==> config.mk <==
export PLATFORM = sky130hd
export DESIGN_NAME = tgd_glyph_drive
export DESIGN_NICKNAME = d
export VERILOG_FILES = /design/src/tgd_pkg.sv /design/src/tgd_glyph_drive.sv
export VERILOG_INCLUDE_DIRS = /design/src /design/src/src
export SDC_FILE = /design/constraint.sdc
export NUM_CORES = 1
export LEC_CHECK = 0
export ABC_AREA = 0
export BUFFER_PORTS_ARGS = -buffer_cell sky130_fd_sc_hd__buf_2
export CORE_MARGIN = 1
export CORE_UTILIZATION = 25
export DETAILED_ROUTE_END_ITERATION = 7
export PLACE_DENSITY_LB_ADDON = 0.1
export SYNTH_ARGS = -nofsm -noshare
export SYNTH_HDL_FRONTEND = slang
export SYNTH_SLANG_ARGS = --single-unit
export TNS_END_PERCENT = 30
==> constraint.sdc <==
create_clock -name clk -period 2.7 [get_ports clk]
set_input_delay 0.135 -clock clk [delete_from_list [all_inputs] [get_ports clk]]
set_output_delay 0.135 -clock clk [all_outputs]
set_load 0.05 [all_outputs]
==> src/tgd_cfg.svh <==
// Constants of the tall glyph RAM and segment drive block.
// Assumes inclusion by bare name; definitions only.
// What this block does
// - Tall font glyph takes eleven rows; RAM address bits 5:4 from code bits 2:1.
// - Tall font ignores code bits 0 and 3 when choosing a user glyph.
// - Glyph RAM address bits 3:0 pick the row in the tall font, bits 2:0 in the short font; row zero is on top.
// - Cursor ORs all ones into the bottom displayed row of its character.
// - Only bits 4:0 of a glyph byte are pixel data.
// - Pixel bit one lights the panel pixel, zero leaves it dark.
// - Bits 7:5 are stored and read back but never displayed.
// - In the tall font, rows 1011 to 1111 are never fetched, yet stay host readable and writable.
// - Display fetches run on their own timing, apart from host accesses.
// - Timing generator makes sequencing strobes plus cascade shift and latch pulses.
// - Sixteen common outputs and eighty segment outputs.
// - Active commons follow font height and number of lines.
// - Each row is shifted into an 80-bit register, then latched to segments.
// - Shift starts from leftmost or rightmost pixel per direction select.
// - Row bits pass to a serial output; register keeps the last 80 bits.
`ifndef TGD_CFG_SVH
`define TGD_CFG_SVH
`define TGD_GLYPH_DEPTH 64
`define TGD_CC_DEPTH    80
`define TGD_SEG_W       80
`define TGD_COM_W       16
`define TGD_LINE2_BASE  7'h28
`define TGD_LAST_COL    4'hf
`define TGD_LAST_BIT    3'h4
`define TGD_TALL_LAST   4'ha
`define TGD_SHORT_LAST  4'h7
`define TGD_TWO_LAST    4'hf
`define TGD_CURSOR_ROW  5'h1f
`endif

==> src/tgd_pkg.sv <==
// Types shared by the tall glyph RAM and segment drive block.
// Assumes nothing beyond a SystemVerilog compiler.
package tgd_pkg;
    typedef enum logic [1:0] {ST_CODE, ST_GLYPH, ST_SHIFT, ST_LATCH} tgd_state_t;
endpackage

==> src/tgd_glyph_drive.sv <==
// Glyph RAM, character code RAM, row fetch and segment/common drive.
// Assumes synchronous inputs on clk and a glyph ROM answering one cycle after romAddr.
`include "tgd_cfg.svh"
module tgd_glyph_drive (
    input  wire logic        clk,            // 250 MHz device clock
    input  wire logic        nrst,           // Async reset, active low
    input  wire logic        hostReq,        // Glyph RAM access, held until hostAck
    input  wire logic        hostWe,         // Write when high, read when low
    input  wire logic [5:0]  hostAddr,       // Glyph RAM byte address
    input  wire logic [7:0]  hostWdata,      // Write byte
    output logic      [7:0]  hostRdata,      // Read byte, valid with hostAck
    output logic             hostAck,        // One-cycle access done pulse
    input  wire logic        ccWe,           // Character code RAM write strobe
    input  wire logic [6:0]  ccAddr,         // Character code RAM address
    input  wire logic [7:0]  ccWdata,        // Character code
    input  wire logic        tallFont,       // 5x10 font selected
    input  wire logic        twoLine,        // Two display lines (short font only)
    input  wire logic        cursorOn,       // Cursor shown
    input  wire logic [6:0]  cursorPos,      // Cursor character address
    input  wire logic        shiftDirSel,    // Zero: leftmost pixel first
    output logic      [11:0] romAddr,        // Glyph ROM address {code,row}
    input  wire logic [4:0]  romData,        // Glyph ROM row pixels
    output logic      [79:0] seg,            // Segment outputs
    output logic      [15:0] com,            // Common outputs
    output logic             serialOut,      // Shift register serial output
    output logic             shiftClk,       // Cascade shift strobe
    output logic             latchPulse      // Cascade latch strobe
);
    logic [7:0]  glyphRam [`TGD_GLYPH_DEPTH];
    logic [7:0]  ccRam [`TGD_CC_DEPTH];
    tgd_pkg::tgd_state_t stFf, nxt_st;
    logic        slotFf, nxt_slot, ackFf, nxt_ack, shClkFf, nxt_shClk, latFf, nxt_lat;
    logic [3:0]  scanFf, nxt_scan, colFf, nxt_col;
    logic [2:0]  bitFf, nxt_bit;
    logic [7:0]  codeFf, nxt_code, gDataFf, nxt_gData, rdFf, nxt_rd;
    logic [11:0] romFf, nxt_rom;
    logic [79:0] shFf, nxt_sh, segFf, nxt_seg;
    logic [15:0] comFf, nxt_com;
    logic        dispSlot, lineSel, isUser, bottom, pixBit;
    logic [3:0]  rowIdx, colIdx, lastScan;
    logic [5:0]  gAddr;
    logic [6:0]  charAddr;
    logic [4:0]  pix;
    logic [2:0]  bitIdx;

    // Even slots belong to the display, odd ones to the host
    assign dispSlot = ~slotFf;
    assign lineSel  = twoLine & ~tallFont & scanFf[3];
    assign rowIdx   = tallFont ? scanFf : {1'b0, scanFf[2:0]};
    assign lastScan = tallFont ? `TGD_TALL_LAST : (twoLine ? `TGD_TWO_LAST : `TGD_SHORT_LAST);
    assign colIdx   = shiftDirSel ? (`TGD_LAST_COL - colFf) : colFf;
    assign charAddr = (lineSel ? `TGD_LINE2_BASE : 7'h00) + {3'h0, colIdx};
    // Tall glyphs drop code bits 0 and 3; rows beyond 1010 are never reached
    assign gAddr    = tallFont ? {codeFf[2:1], rowIdx}
                               : {codeFf[2:0], rowIdx[2:0]};
    assign isUser   = codeFf[7:4] == 4'h0;
    assign bottom   = rowIdx == (tallFont ? `TGD_TALL_LAST : `TGD_SHORT_LAST);
    // Only the five low bits are pixels; a one lights the dot
    assign pix      = (isUser ? gDataFf[4:0] : romData)
                    | ((cursorOn && bottom && charAddr == cursorPos) ? `TGD_CURSOR_ROW
                                                                      : 5'h00);
    assign bitIdx   = shiftDirSel ? bitFf : (`TGD_LAST_BIT - bitFf);
    assign pixBit   = pix[bitIdx];

    // Host side of the glyph RAM, served only in host slots
    always_comb begin
        nxt_slot = ~slotFf;
        nxt_ack  = hostReq && !dispSlot && !ackFf;
        nxt_rd   = rdFf;
        if (nxt_ack) begin
            nxt_rd = hostWe ? hostWdata : glyphRam[hostAddr];
        end
    end

    always_ff @(posedge clk or negedge nrst) begin
        if (!nrst) begin
            slotFf <= 1'b0;
            ackFf  <= 1'b0;
            rdFf   <= 8'h00;
        end else begin
            slotFf <= nxt_slot;
            ackFf  <= nxt_ack;
            rdFf   <= nxt_rd;
        end
    end

    // Memories carry no reset; full bytes kept for general storage
    always_ff @(posedge clk) begin
        if (nxt_ack && hostWe) begin
            glyphRam[hostAddr] <= hostWdata;
        end
        if (ccWe) begin
            ccRam[ccAddr] <= ccWdata;
        end
    end

    // Row sequencer: code fetch, glyph fetch, five shifts per character, latch
    always_comb begin
        nxt_st    = stFf;
        nxt_scan  = scanFf;
        nxt_col   = colFf;
        nxt_bit   = bitFf;
        nxt_code  = codeFf;
        nxt_gData = gDataFf;
        nxt_rom   = romFf;
        nxt_sh    = shFf;
        nxt_seg   = segFf;
        nxt_com   = comFf;
        nxt_shClk = 1'b0;
        nxt_lat   = 1'b0;
        if (dispSlot) begin
            case (stFf)
                tgd_pkg::ST_CODE: begin
                    nxt_code = ccRam[charAddr];
                    nxt_st   = tgd_pkg::ST_GLYPH;
                end
                tgd_pkg::ST_GLYPH: begin
                    nxt_gData = glyphRam[gAddr];
                    nxt_rom   = {codeFf, rowIdx};
                    nxt_bit   = 3'h0;
                    nxt_st    = tgd_pkg::ST_SHIFT;
                end
                tgd_pkg::ST_SHIFT: begin
                    // Bits ripple out of the top for cascaded drivers
                    nxt_sh    = {shFf[78:0], pixBit};
                    nxt_shClk = 1'b1;
                    nxt_bit   = bitFf + 3'h1;
                    if (bitFf == `TGD_LAST_BIT) begin
                        nxt_col = colFf + 4'h1;
                        nxt_st  = (colFf == `TGD_LAST_COL) ? tgd_pkg::ST_LATCH
                                                           : tgd_pkg::ST_CODE;
                    end
                end
                default: begin
                    // Segments and commons change together to avoid ghosting
                    nxt_seg  = shFf;
                    nxt_com  = 16'h0001 << scanFf;
                    nxt_lat  = 1'b1;
                    nxt_scan = (scanFf >= lastScan) ? 4'h0 : scanFf + 4'h1;
                    nxt_col  = 4'h0;
                    nxt_st   = tgd_pkg::ST_CODE;
                end
            endcase
        end
    end

    always_ff @(posedge clk or negedge nrst) begin
        if (!nrst) begin
            stFf    <= tgd_pkg::ST_CODE;
            scanFf  <= 4'h0;
            colFf   <= 4'h0;
            bitFf   <= 3'h0;
            codeFf  <= 8'h00;
            gDataFf <= 8'h00;
            romFf   <= 12'h000;
            shFf    <= 80'h0;
            segFf   <= 80'h0;
            comFf   <= 16'h0000;
            shClkFf <= 1'b0;
            latFf   <= 1'b0;
        end else begin
            stFf    <= nxt_st;
            scanFf  <= nxt_scan;
            colFf   <= nxt_col;
            bitFf   <= nxt_bit;
            codeFf  <= nxt_code;
            gDataFf <= nxt_gData;
            romFf   <= nxt_rom;
            shFf    <= nxt_sh;
            segFf   <= nxt_seg;
            comFf   <= nxt_com;
            shClkFf <= nxt_shClk;
            latFf   <= nxt_lat;
        end
    end

    // Outputs straight from flip-flops
    assign hostRdata  = rdFf;
    assign hostAck    = ackFf;
    assign romAddr    = romFf;
    assign seg        = segFf;
    assign com        = comFf;
    assign serialOut  = shFf[79];
    assign shiftClk   = shClkFf;
    assign latchPulse = latFf;

    // Checks
    host_slot_a: assert property (@(posedge clk) disable iff (!nrst)
        hostAck |-> $past(slotFf) && $past(hostReq))
        else $error("host served in display slot");
    fetch_timing_a: assert property (@(posedge clk) disable iff (!nrst)
        (stFf != $past(stFf)) |-> $past(dispSlot))
        else $error("sequencer moved in host slot");
    tall_rows_a: assert property (@(posedge clk) disable iff (!nrst)
        (tallFont && stFf == tgd_pkg::ST_GLYPH && dispSlot) |-> gAddr[3:0] <= 4'ha)
        else $error("unused tall row fetched");
    tall_addr_a: assert property (@(posedge clk) disable iff (!nrst)
        tallFont |-> gAddr[5:4] == codeFf[2:1])
        else $error("tall glyph address wrong");
    com_onehot_a: assert property (@(posedge clk) disable iff (!nrst)
        $onehot0(com))
        else $error("more than one common active");
    com_range_a: assert property (@(posedge clk) disable iff (!nrst)
        (latchPulse && $past(tallFont, 2) && tallFont) |-> com[15:11] == 5'h00)
        else $error("tall font scanned too many commons");
    latch_copy_a: assert property (@(posedge clk) disable iff (!nrst)
        latchPulse |-> seg == $past(shFf))
        else $error("segments not latched from shift register");
    shift_pass_a: assert property (@(posedge clk) disable iff (!nrst)
        shiftClk |-> shFf[79:1] == $past(shFf[78:0]))
        else $error("shift register did not shift");
    cursor_row_a: assert property (@(posedge clk) disable iff (!nrst)
        (dispSlot && stFf == tgd_pkg::ST_SHIFT && cursorOn && bottom
         && charAddr == cursorPos) |=> shFf[0])
        else $error("cursor pixel not forced on");

    // Host handshake: one pulse per access, bytes stored whole
    ack_pulse_a: assert property (@(posedge clk) disable iff (!nrst)
        hostAck |=> !hostAck)
        else $error("access done pulse longer than one cycle");

    write_echo_a: assert property (@(posedge clk) disable iff (!nrst)
        (hostAck && $past(hostWe)) |-> hostRdata == $past(hostWdata))
        else $error("written byte not echoed");

    read_data_a: assert property (@(posedge clk) disable iff (!nrst)
        (hostAck && !$past(hostWe)) |-> hostRdata == $past(glyphRam[hostAddr]))
        else $error("read byte differs from stored byte");

    // Row select comes straight from the scan in the tall font
    row_addr_a: assert property (@(posedge clk) disable iff (!nrst)
        tallFont |-> gAddr[3:0] == scanFf)
        else $error("tall row address not from scan");

    // Pixel path uses the five low bits only
    pix_width_a: assert property (@(posedge clk) disable iff (!nrst)
        (stFf == tgd_pkg::ST_SHIFT && isUser && !cursorOn) |-> pix == gDataFf[4:0])
        else $error("upper glyph bits reached pixels");

    // Cascade tap follows the top of the shift register
    serial_tap_a: assert property (@(posedge clk) disable iff (!nrst)
        shiftClk |-> serialOut == $past(shFf[78]))
        else $error("serial output not from shift register");

    // Strobes stay single-cycle and never overlap
    shift_rate_a: assert property (@(posedge clk) disable iff (!nrst)
        shiftClk |=> !shiftClk)
        else $error("shift strobe too long");

    latch_alone_a: assert property (@(posedge clk) disable iff (!nrst)
        latchPulse |-> !shiftClk)
        else $error("latch and shift strobes overlap");

    row_latched_c: cover property (@(posedge clk) disable iff (!nrst) latchPulse);
    cursor_hit_c: cover property (@(posedge clk) disable iff (!nrst)
        dispSlot && stFf == tgd_pkg::ST_SHIFT && cursorOn && bottom && charAddr == cursorPos);
    mirror_row_c: cover property (@(posedge clk) disable iff (!nrst)
        shiftDirSel && latchPulse);
    host_write_c: cover property (@(posedge clk) disable iff (!nrst) hostAck && $past(hostWe));
    tall_wrap_c: cover property (@(posedge clk) disable iff (!nrst)
        tallFont && latchPulse && com[10]);
endmodule

==> summary.md, run 1 <==
| Metric | Value |
|---|---|
| Status | completed |
| Met3 Track Usage GR | 2.64% |
| Overall Global Routing Usage | 17.9% |
| Synth unique cells | 62 |
| Final nets | 4429 |
| Die width | 475 um |
| Wirelength, routed | 204000 um |
| CP required | 3.39 ns |
| Finished Cell Area | 70300 um2 |
| Worst relative slew slack | 30.9% |
| Number of antenna violations at the first check in global routing | 9 |
| Yosys reg bits | 1250 |
| Max capacitance violation total | 0 |
| Detailed-placement wirelength estimate | 143000 um |
| # rows | 173 |
| Max H-tree Level | 4 |
| Min-delay src | ccWdata[2] |
| Commonest non-fill, non-tap cells in the layout | 1024 x edfxtp_1, 574 x mux2i_1, 473 x buf_4 |
| Slew @ Worst Pin | 1.04 ns |
| Pwr Total | 44800 uW |
| Crit path capture type | flip-flop |
| PwrDens | 637 nW/um2 |
| Slew Limit Fails | 0 |
| CTS tree | built |
| Vias in the first global route | 37000 |
| Global routing met2 resource utilization | 28.8% |
| Max clock buf depth | 3 |
| M1 GR Usage | 24.8% |
| Ys flop type | edfxtp_1 |
| IO buf count | 169 |
| FILL cells | 22000 |
| F_max | 375 MHz |
| Routed len/inst | 27.3 um |
| RePlAce Congestion | 0.842 |
| GR peak layer | met2 |
| Crit share post-route | 98.7% |
| Sequential element share of the synthesized area | 65.0% |
| P&R area growth vs syn | 25.6% |
| Place WS | -0.497 ns |
| Crit path from | scanFf[0] |
| Net Count, Synth | 3791 |
| Setup TNS | 0 ns |
| Worst-path clk slew | 0.06 ns |
| Worst Setup Start Kind | flip-flop |
| Die footprint | 226000 um2 |
| Global-route wire length before repair | 286000 um |
| Largest fanout on the critical path | 16 |
| Setup bufs post-CTS | 0 |
| CTS buffer count | 156 |
| Cells after Synth | 3723 |
| Most common cell after layout, fill and taps aside | edfxtp_1 |
| Synth Warn # | 0 |
| DR iter-0 viols | 2606 |
| Final hold vios | 0 |
| Final setup vio count | 0 |
| Synth Cell Area | 56000 um2 |
| Clk_lat worst skew | 0.83 ns |
| Placement Cell Area | 64500 um2 |
| Largest net degree at the start of global routing | 107 |
| Final worst setup slack | 0.0360 ns |
| Data arrival, critical path | 3.36 ns |
| Share of flip-flops with an asynchronous set or reset | 18.1% |
| Core area | 222000 um2 |
| RSZ-0062 raised after global routing | true |
| CTS root buf | clkbuf_16 |
| Skew final | 0.0285 ns |
| Chip height | 475 um |
| Via count | 36200 |
| Fin crit period | 2.66 ns |
| DR vias/cell | 4.84 |
| Initial Util | 25.2% |
| DRC | 0 |
| Crit path kind | flip-flop to flip-flop |
| Clock sinks | 1250 |
| GRT overflow | 0 |
| Post-synth EDFFs | 1024 |
| Final hold slack | 0.0472 ns |
| LEAKAGE | 0.0288 uW |
| Worst VDD drop | 0.554 mV |
| Hold WC Path Type | primary input to flip-flop |
| ANT nets after route | 0 |
| Synthesized area per cell | 15.0 um2 |
| Layout cells sized above 1 | 28.9% |
| Io pins | 170 |
| Worst r2r src | scanFf[0] |
| Drt first pass iters | 7 |
## layout make-up
class                   count  area [um2]  area share (%)
well taps                2975        3720            5.30
clock buffers             204        4250            6.04
diodes                      7        17.5          0.0249
multi-input cells        2189       18700            26.6
repair buffers            743        6210            8.83
clock inverters            83         901            1.28
inverters                  21        78.8           0.112
flip-flops and latches   1250       36400            51.8
## per-stage QoR
| stage | utilization [%] | cells |
|---|---|---|
| 4_1_cts | 31.5 | 7462 |
| 2_1_floorplan | - | 3723 |
| 6_report | 31.6 | 7472 |
| 3_3_place_gp | 29.0 | 7150 |
| 3_5_place_dp | 29.0 | 7150 |
| 5_1_grt | 31.6 | 7468 |
## worst max-delay path, cell delays in order, from the launching register on
cell	delay (ns)
dfrtp_4	0.58
buf_12	0.22
mux4_2	0.52
mux4_2	0.54
mux2i_1	0.16
buf_4	0.16
nor3_1	0.07
a221o_1	0.28
## layer usage
metal	share of wire, %	up-vias
met4	2.5	2
met2	47	839
met1	46	19000
li1	-	16100
met5	0.0098	-
met3	4.4	243
## synthesized netlist by cell type (8+ instances only)
master	number	area share (%)
o221ai_1	9	0.14
nand3_1	24	0.21
and3_1	9	0.10
dfrtp_1	226	10
nor3_1	13	0.12
a221o_1	11	0.20
nor2_1	144	0.97
o2111ai_1	8	0.13
nand2b_1	15	0.17
edfxtp_1	1024	55
buf_2	83	0.74
a21oi_1	154	1.4
nor2b_1	20	0.22
a221oi_1	41	0.64
a22o_1	31	0.49
mux2i_1	576	10
nand2_1	340	2.3
inv_1	18	0.12
and3b_1	8	0.13
mux4_2	151	6.1
buf_1	28	0.19
o22ai_1	22	0.25
o41ai_1	25	0.39
a22oi_1	285	3.8
clkbuf_1	150	1.0
mux2_2	127	2.6
o22a_1	10	0.16
ha_1	18	0.40
o21ai_0	49	0.44
nor4_1	16	0.18
## flip-flops by register name (all words and copies together), names as in the netlist
| register | cells |
|---|---|
| hostAck | 1 |
| ccRam | 512 |
| seg | 80 |
| latchPulse | 1 |
| shiftClk | 1 |
| hostRdata | 8 |
| bitFf | 3 |
| shFf | 80 |
| romAddr | 12 |
| slotFf | 1 |
| scanFf | 4 |
| codeFf | 8 |
| glyphRam | 512 |
| com | 16 |
| colFf | 4 |
| stFf | 2 |
| gDataFf | 5 |
## final timing paths
path	to	slack (ns)	cells past startpoint
max	gDataFf[1]	0.04	7
min	ccRam[44][2]	0.05	2
max reg2reg	gDataFf[1]	0.04	7
min reg2reg	seg[43]	0.46	2
max in group asynchronous	scanFf[2]	1.85	4
min in group asynchronous	shFf[34]	0.47	4
## cell families after synthesis
family	share of synthesized area, %
compound gates	8.60
buf+inv	2.14
simple gates	4.78
flops	65.0
mux	18.9
xor+xnor	0.110
fa+ha+maj	0.402
## power breakdown
group | switching, uW | internal [uW]
combinational | 1660 | 860
clock | 8580 | 12500
sequential | 133 | 21000
## timing repair
| item | 4_1_cts | 5_1_grt |
|---|---|---|
| setup endpoints to repair | 218 | 14 |
| gates cloned | 0 | 3 |
| hold endpoints to repair | 625 | 0 |
| pin swaps | 0 | 1 |
| hold buffers | 25 | 0 |
| resized for setup | 18 | 33 |
(Power assumes the default switching activity.)
==> inputs of run 2 (changes only) <==
Settings changed: RECOVER_POWER from default to 50.
==> summary.md, run 2 (same netlist as run 1, synthesis figures left out) <==
| Metric | Value |
|---|---|
| Status | finished with violations |
| Failing checks | max-capacitance violations, max-slew violations |
| Worst path cell trace | buf_12 > mux4_2 > mux4_2 > mux2i_1 > buf_4 > nor3_1 > a221o_1 |
| Reg power frac | 47.3% (about the same) |
| # rows | 173 (unchanged) |
| Final setup vio count | 0 (unchanged) |
| Worst relative slew slack | -68.3% (-99 points) |
| Met3 Track Usage GR | 2.64% (unchanged) |
| Sw Share | 23.2% (about the same) |
| Number of antenna violations at the first check in global routing | 10 (+1) |
| Largest net degree at the start of global routing | 107 (unchanged) |
| Final hold vios | 0 (unchanged) |
| Pwr Total | 44800 uW (about the same) |
| Wirelength, routed | 204000 um (about the same) |
| Worst-path clk slew | 0.06 ns (about the same) |
| Vias in the first global route | 37000 (unchanged) |
| Min-delay src | ccWe |
| Worst r2r src | scanFf[0] |
| Drt first pass iters | 5 (-2) |
| Clock sinks | 1250 (unchanged) |
| Die footprint | 226000 um2 (unchanged) |
| PwrDens | 640 nW/um2 (+0.36%) |
| Critical Path Max Stage Delay | 0.58 ns (about the same) |
| ANT nets after route | 0 (unchanged) |
| Comb pwr share | 5.5% (about the same) |
| Most common cell after layout, fill and taps aside | edfxtp_1 |
| Setup bufs post-CTS | 0 (unchanged) |
| Commonest non-fill, non-tap cells in the layout | 1024 x edfxtp_1, 574 x mux2i_1, 446 x buf_4 |
| Max capacitance violation total | 14 (+14) |
| Crit path kind | flip-flop to flip-flop |
| Detailed-placement wirelength estimate | 143000 um (unchanged) |
| Sw Pwr | 10400 uW (about the same) |
| RSZ-0062 raised after global routing | true |
| Slew @ Worst Pin | 2.52 ns (+1.49 ns) |
| CP delay by family, top | multiplexers |
| Data arrival, critical path | 3.37 ns (about the same) |
| CP dominant cell by count | mux4_2 |
| DR iter-0 viols | 2797 (+7.3%) |
| Core area | 222000 um2 (unchanged) |
| RePlAce Congestion | 0.842 (unchanged) |
| Slew Limit Fails | 543 (+543) |
| Chip height | 475 um (unchanged) |
| CTS buffer count | 156 (unchanged) |
| Clk_lat worst skew | 0.82 ns (about the same) |
| Layout cells sized above 1 | 28.1% (-0.87 points) |
| Worst Setup Start Kind | flip-flop |
| Clock Power Share | 47.2% (about the same) |
| Skew final | 0.0261 ns (-0.00248 ns) |
| CP max-delay cell | dfrtp_4 |
| Crit path from | scanFf[0] |
| Crit share post-route | 99.1% (+0.39 points) |
| LEAKAGE | 0.0286 uW (-0.66%) |
| CTS root buf | clkbuf_16 |
| Overall Global Routing Usage | 17.9% (unchanged) |
| Fin util | 31.5% (-0.14 points) |
| Via count | 36200 (+0.019%) |
| Hold WC Path Type | primary input to flip-flop |
| Largest registers | ccRam x512, glyphRam x512 |
| Largest fanout on the critical path | 12 (-4) |
| Setup TNS | 0 ns (unchanged) |
| DR vias/cell | 4.84 (about the same) |
| Initial Util | 25.2% (unchanged) |
| Critical path buffers and inverters | 2 (unchanged) |
| GR peak layer | met2 |
| Worst VDD drop | 0.553 mV (-0.23%) |
| Final nets | 4429 (unchanged) |
| CP required | 3.39 ns (about the same) |
| DRC | 0 (unchanged) |
| Pint | 34400 uW (about the same) |
| CTS tree | built |
| P&R area growth vs syn | 25.0% |
| Global routing met2 resource utilization | 28.8% (unchanged) |
| IO buf count | 169 (unchanged) |
| Max clock buf depth | 3 (unchanged) |
| Fin crit period | 2.67 ns (+0.0106 ns) |
| Crit path capture type | flip-flop |
| Routed len/inst | 27.3 um (about the same) |
| M1 GR Usage | 24.8% (unchanged) |
| GRT overflow | 0 (unchanged) |
| Max H-tree Level | 4 (unchanged) |
| F_max | 374 MHz (-0.40%) |
| Global-route wire length before repair | 286000 um (unchanged) |
| Io pins | 170 (unchanged) |
| Die width | 475 um (unchanged) |
[run 2: power by group through the flow]
stage | clock network [uW] | logic [uW] | registers [uW]
3_5_place_dp | 0 | 2490 | 21500
4_1_cts | 21700 | 2530 | 21100
2_1_floorplan | 0 | 824 | 21600
3_3_place_gp | 0 | 2500 | 21500
5_1_grt | 22500 | 2620 | 21200
6_report | 21100 | 2480 | 21200
[run 2: worst register-to-register path, cell delays in order (launching register included)]
cell and delay (ns):
dfrtp_4 0.58, buf_12 0.22, mux4_2 0.54, mux4_2 0.55
mux2i_1 0.19, buf_4 0.15, nor3_1 0.05, a221o_1 0.28
[run 2: stage by stage]
stage                     setup WS [ns]  hold slack (ns)  std cells  instance area (um2)
after global placement           -0.539            0.172       7150                64500
after CTS                       0.00585          0.00713       7462                70000
after floorplan                   0.161           -0.161       3723                56000
final                            0.0255            0.116       7469                70000
after detailed placement         -0.497            0.171       7150                64500
after global routing            -0.0252            0.111       7468                70000
[run 2: path summary, 6_finish.rpt]
| check | to | slack [ns] | depth (start not counted) |
|---|---|---|---|
| max in group asynchronous | colFf[1] | 0.43 | 4 |
| max reg2reg | gDataFf[4] | 0.03 | 7 |
| min in group asynchronous | seg[34] | 0.61 | 4 |
| min reg2reg | seg[43] | 0.46 | 2 |
| min | ccRam[58][1] | 0.12 | 4 |
| max | gDataFf[4] | 0.03 | 7 |
[run 2: final cells by class]
cell class | instances | area, um2
repair buffers | 743 | 5910
clock buffers | 204 | 4250
inverters | 21 | 78.8
clock inverters | 83 | 901
well taps | 2975 | 3720
fillers | 22000 | 152000
diodes | 4 | 10.0
multi-input cells | 2189 | 18700
flip-flops and latches | 1250 | 36400
[run 2: metal layers]
layer  vias to the layer above  share of wire (%)
met1                     19000                 46
li1                      16100                  -
met2                       884                 47
met5                         -             0.0098
met3                       244                4.4
met4                         2                2.5
[run 2: timing repair]
action                                 in CTS  in global routing
setup endpoints to repair                 218                 14
endpoints found under the hold margin     625                  0
pin swaps                                   0                  1
gates resized for setup                    18                 33
gates cloned                                0                  3
hold buffers                               25                  0
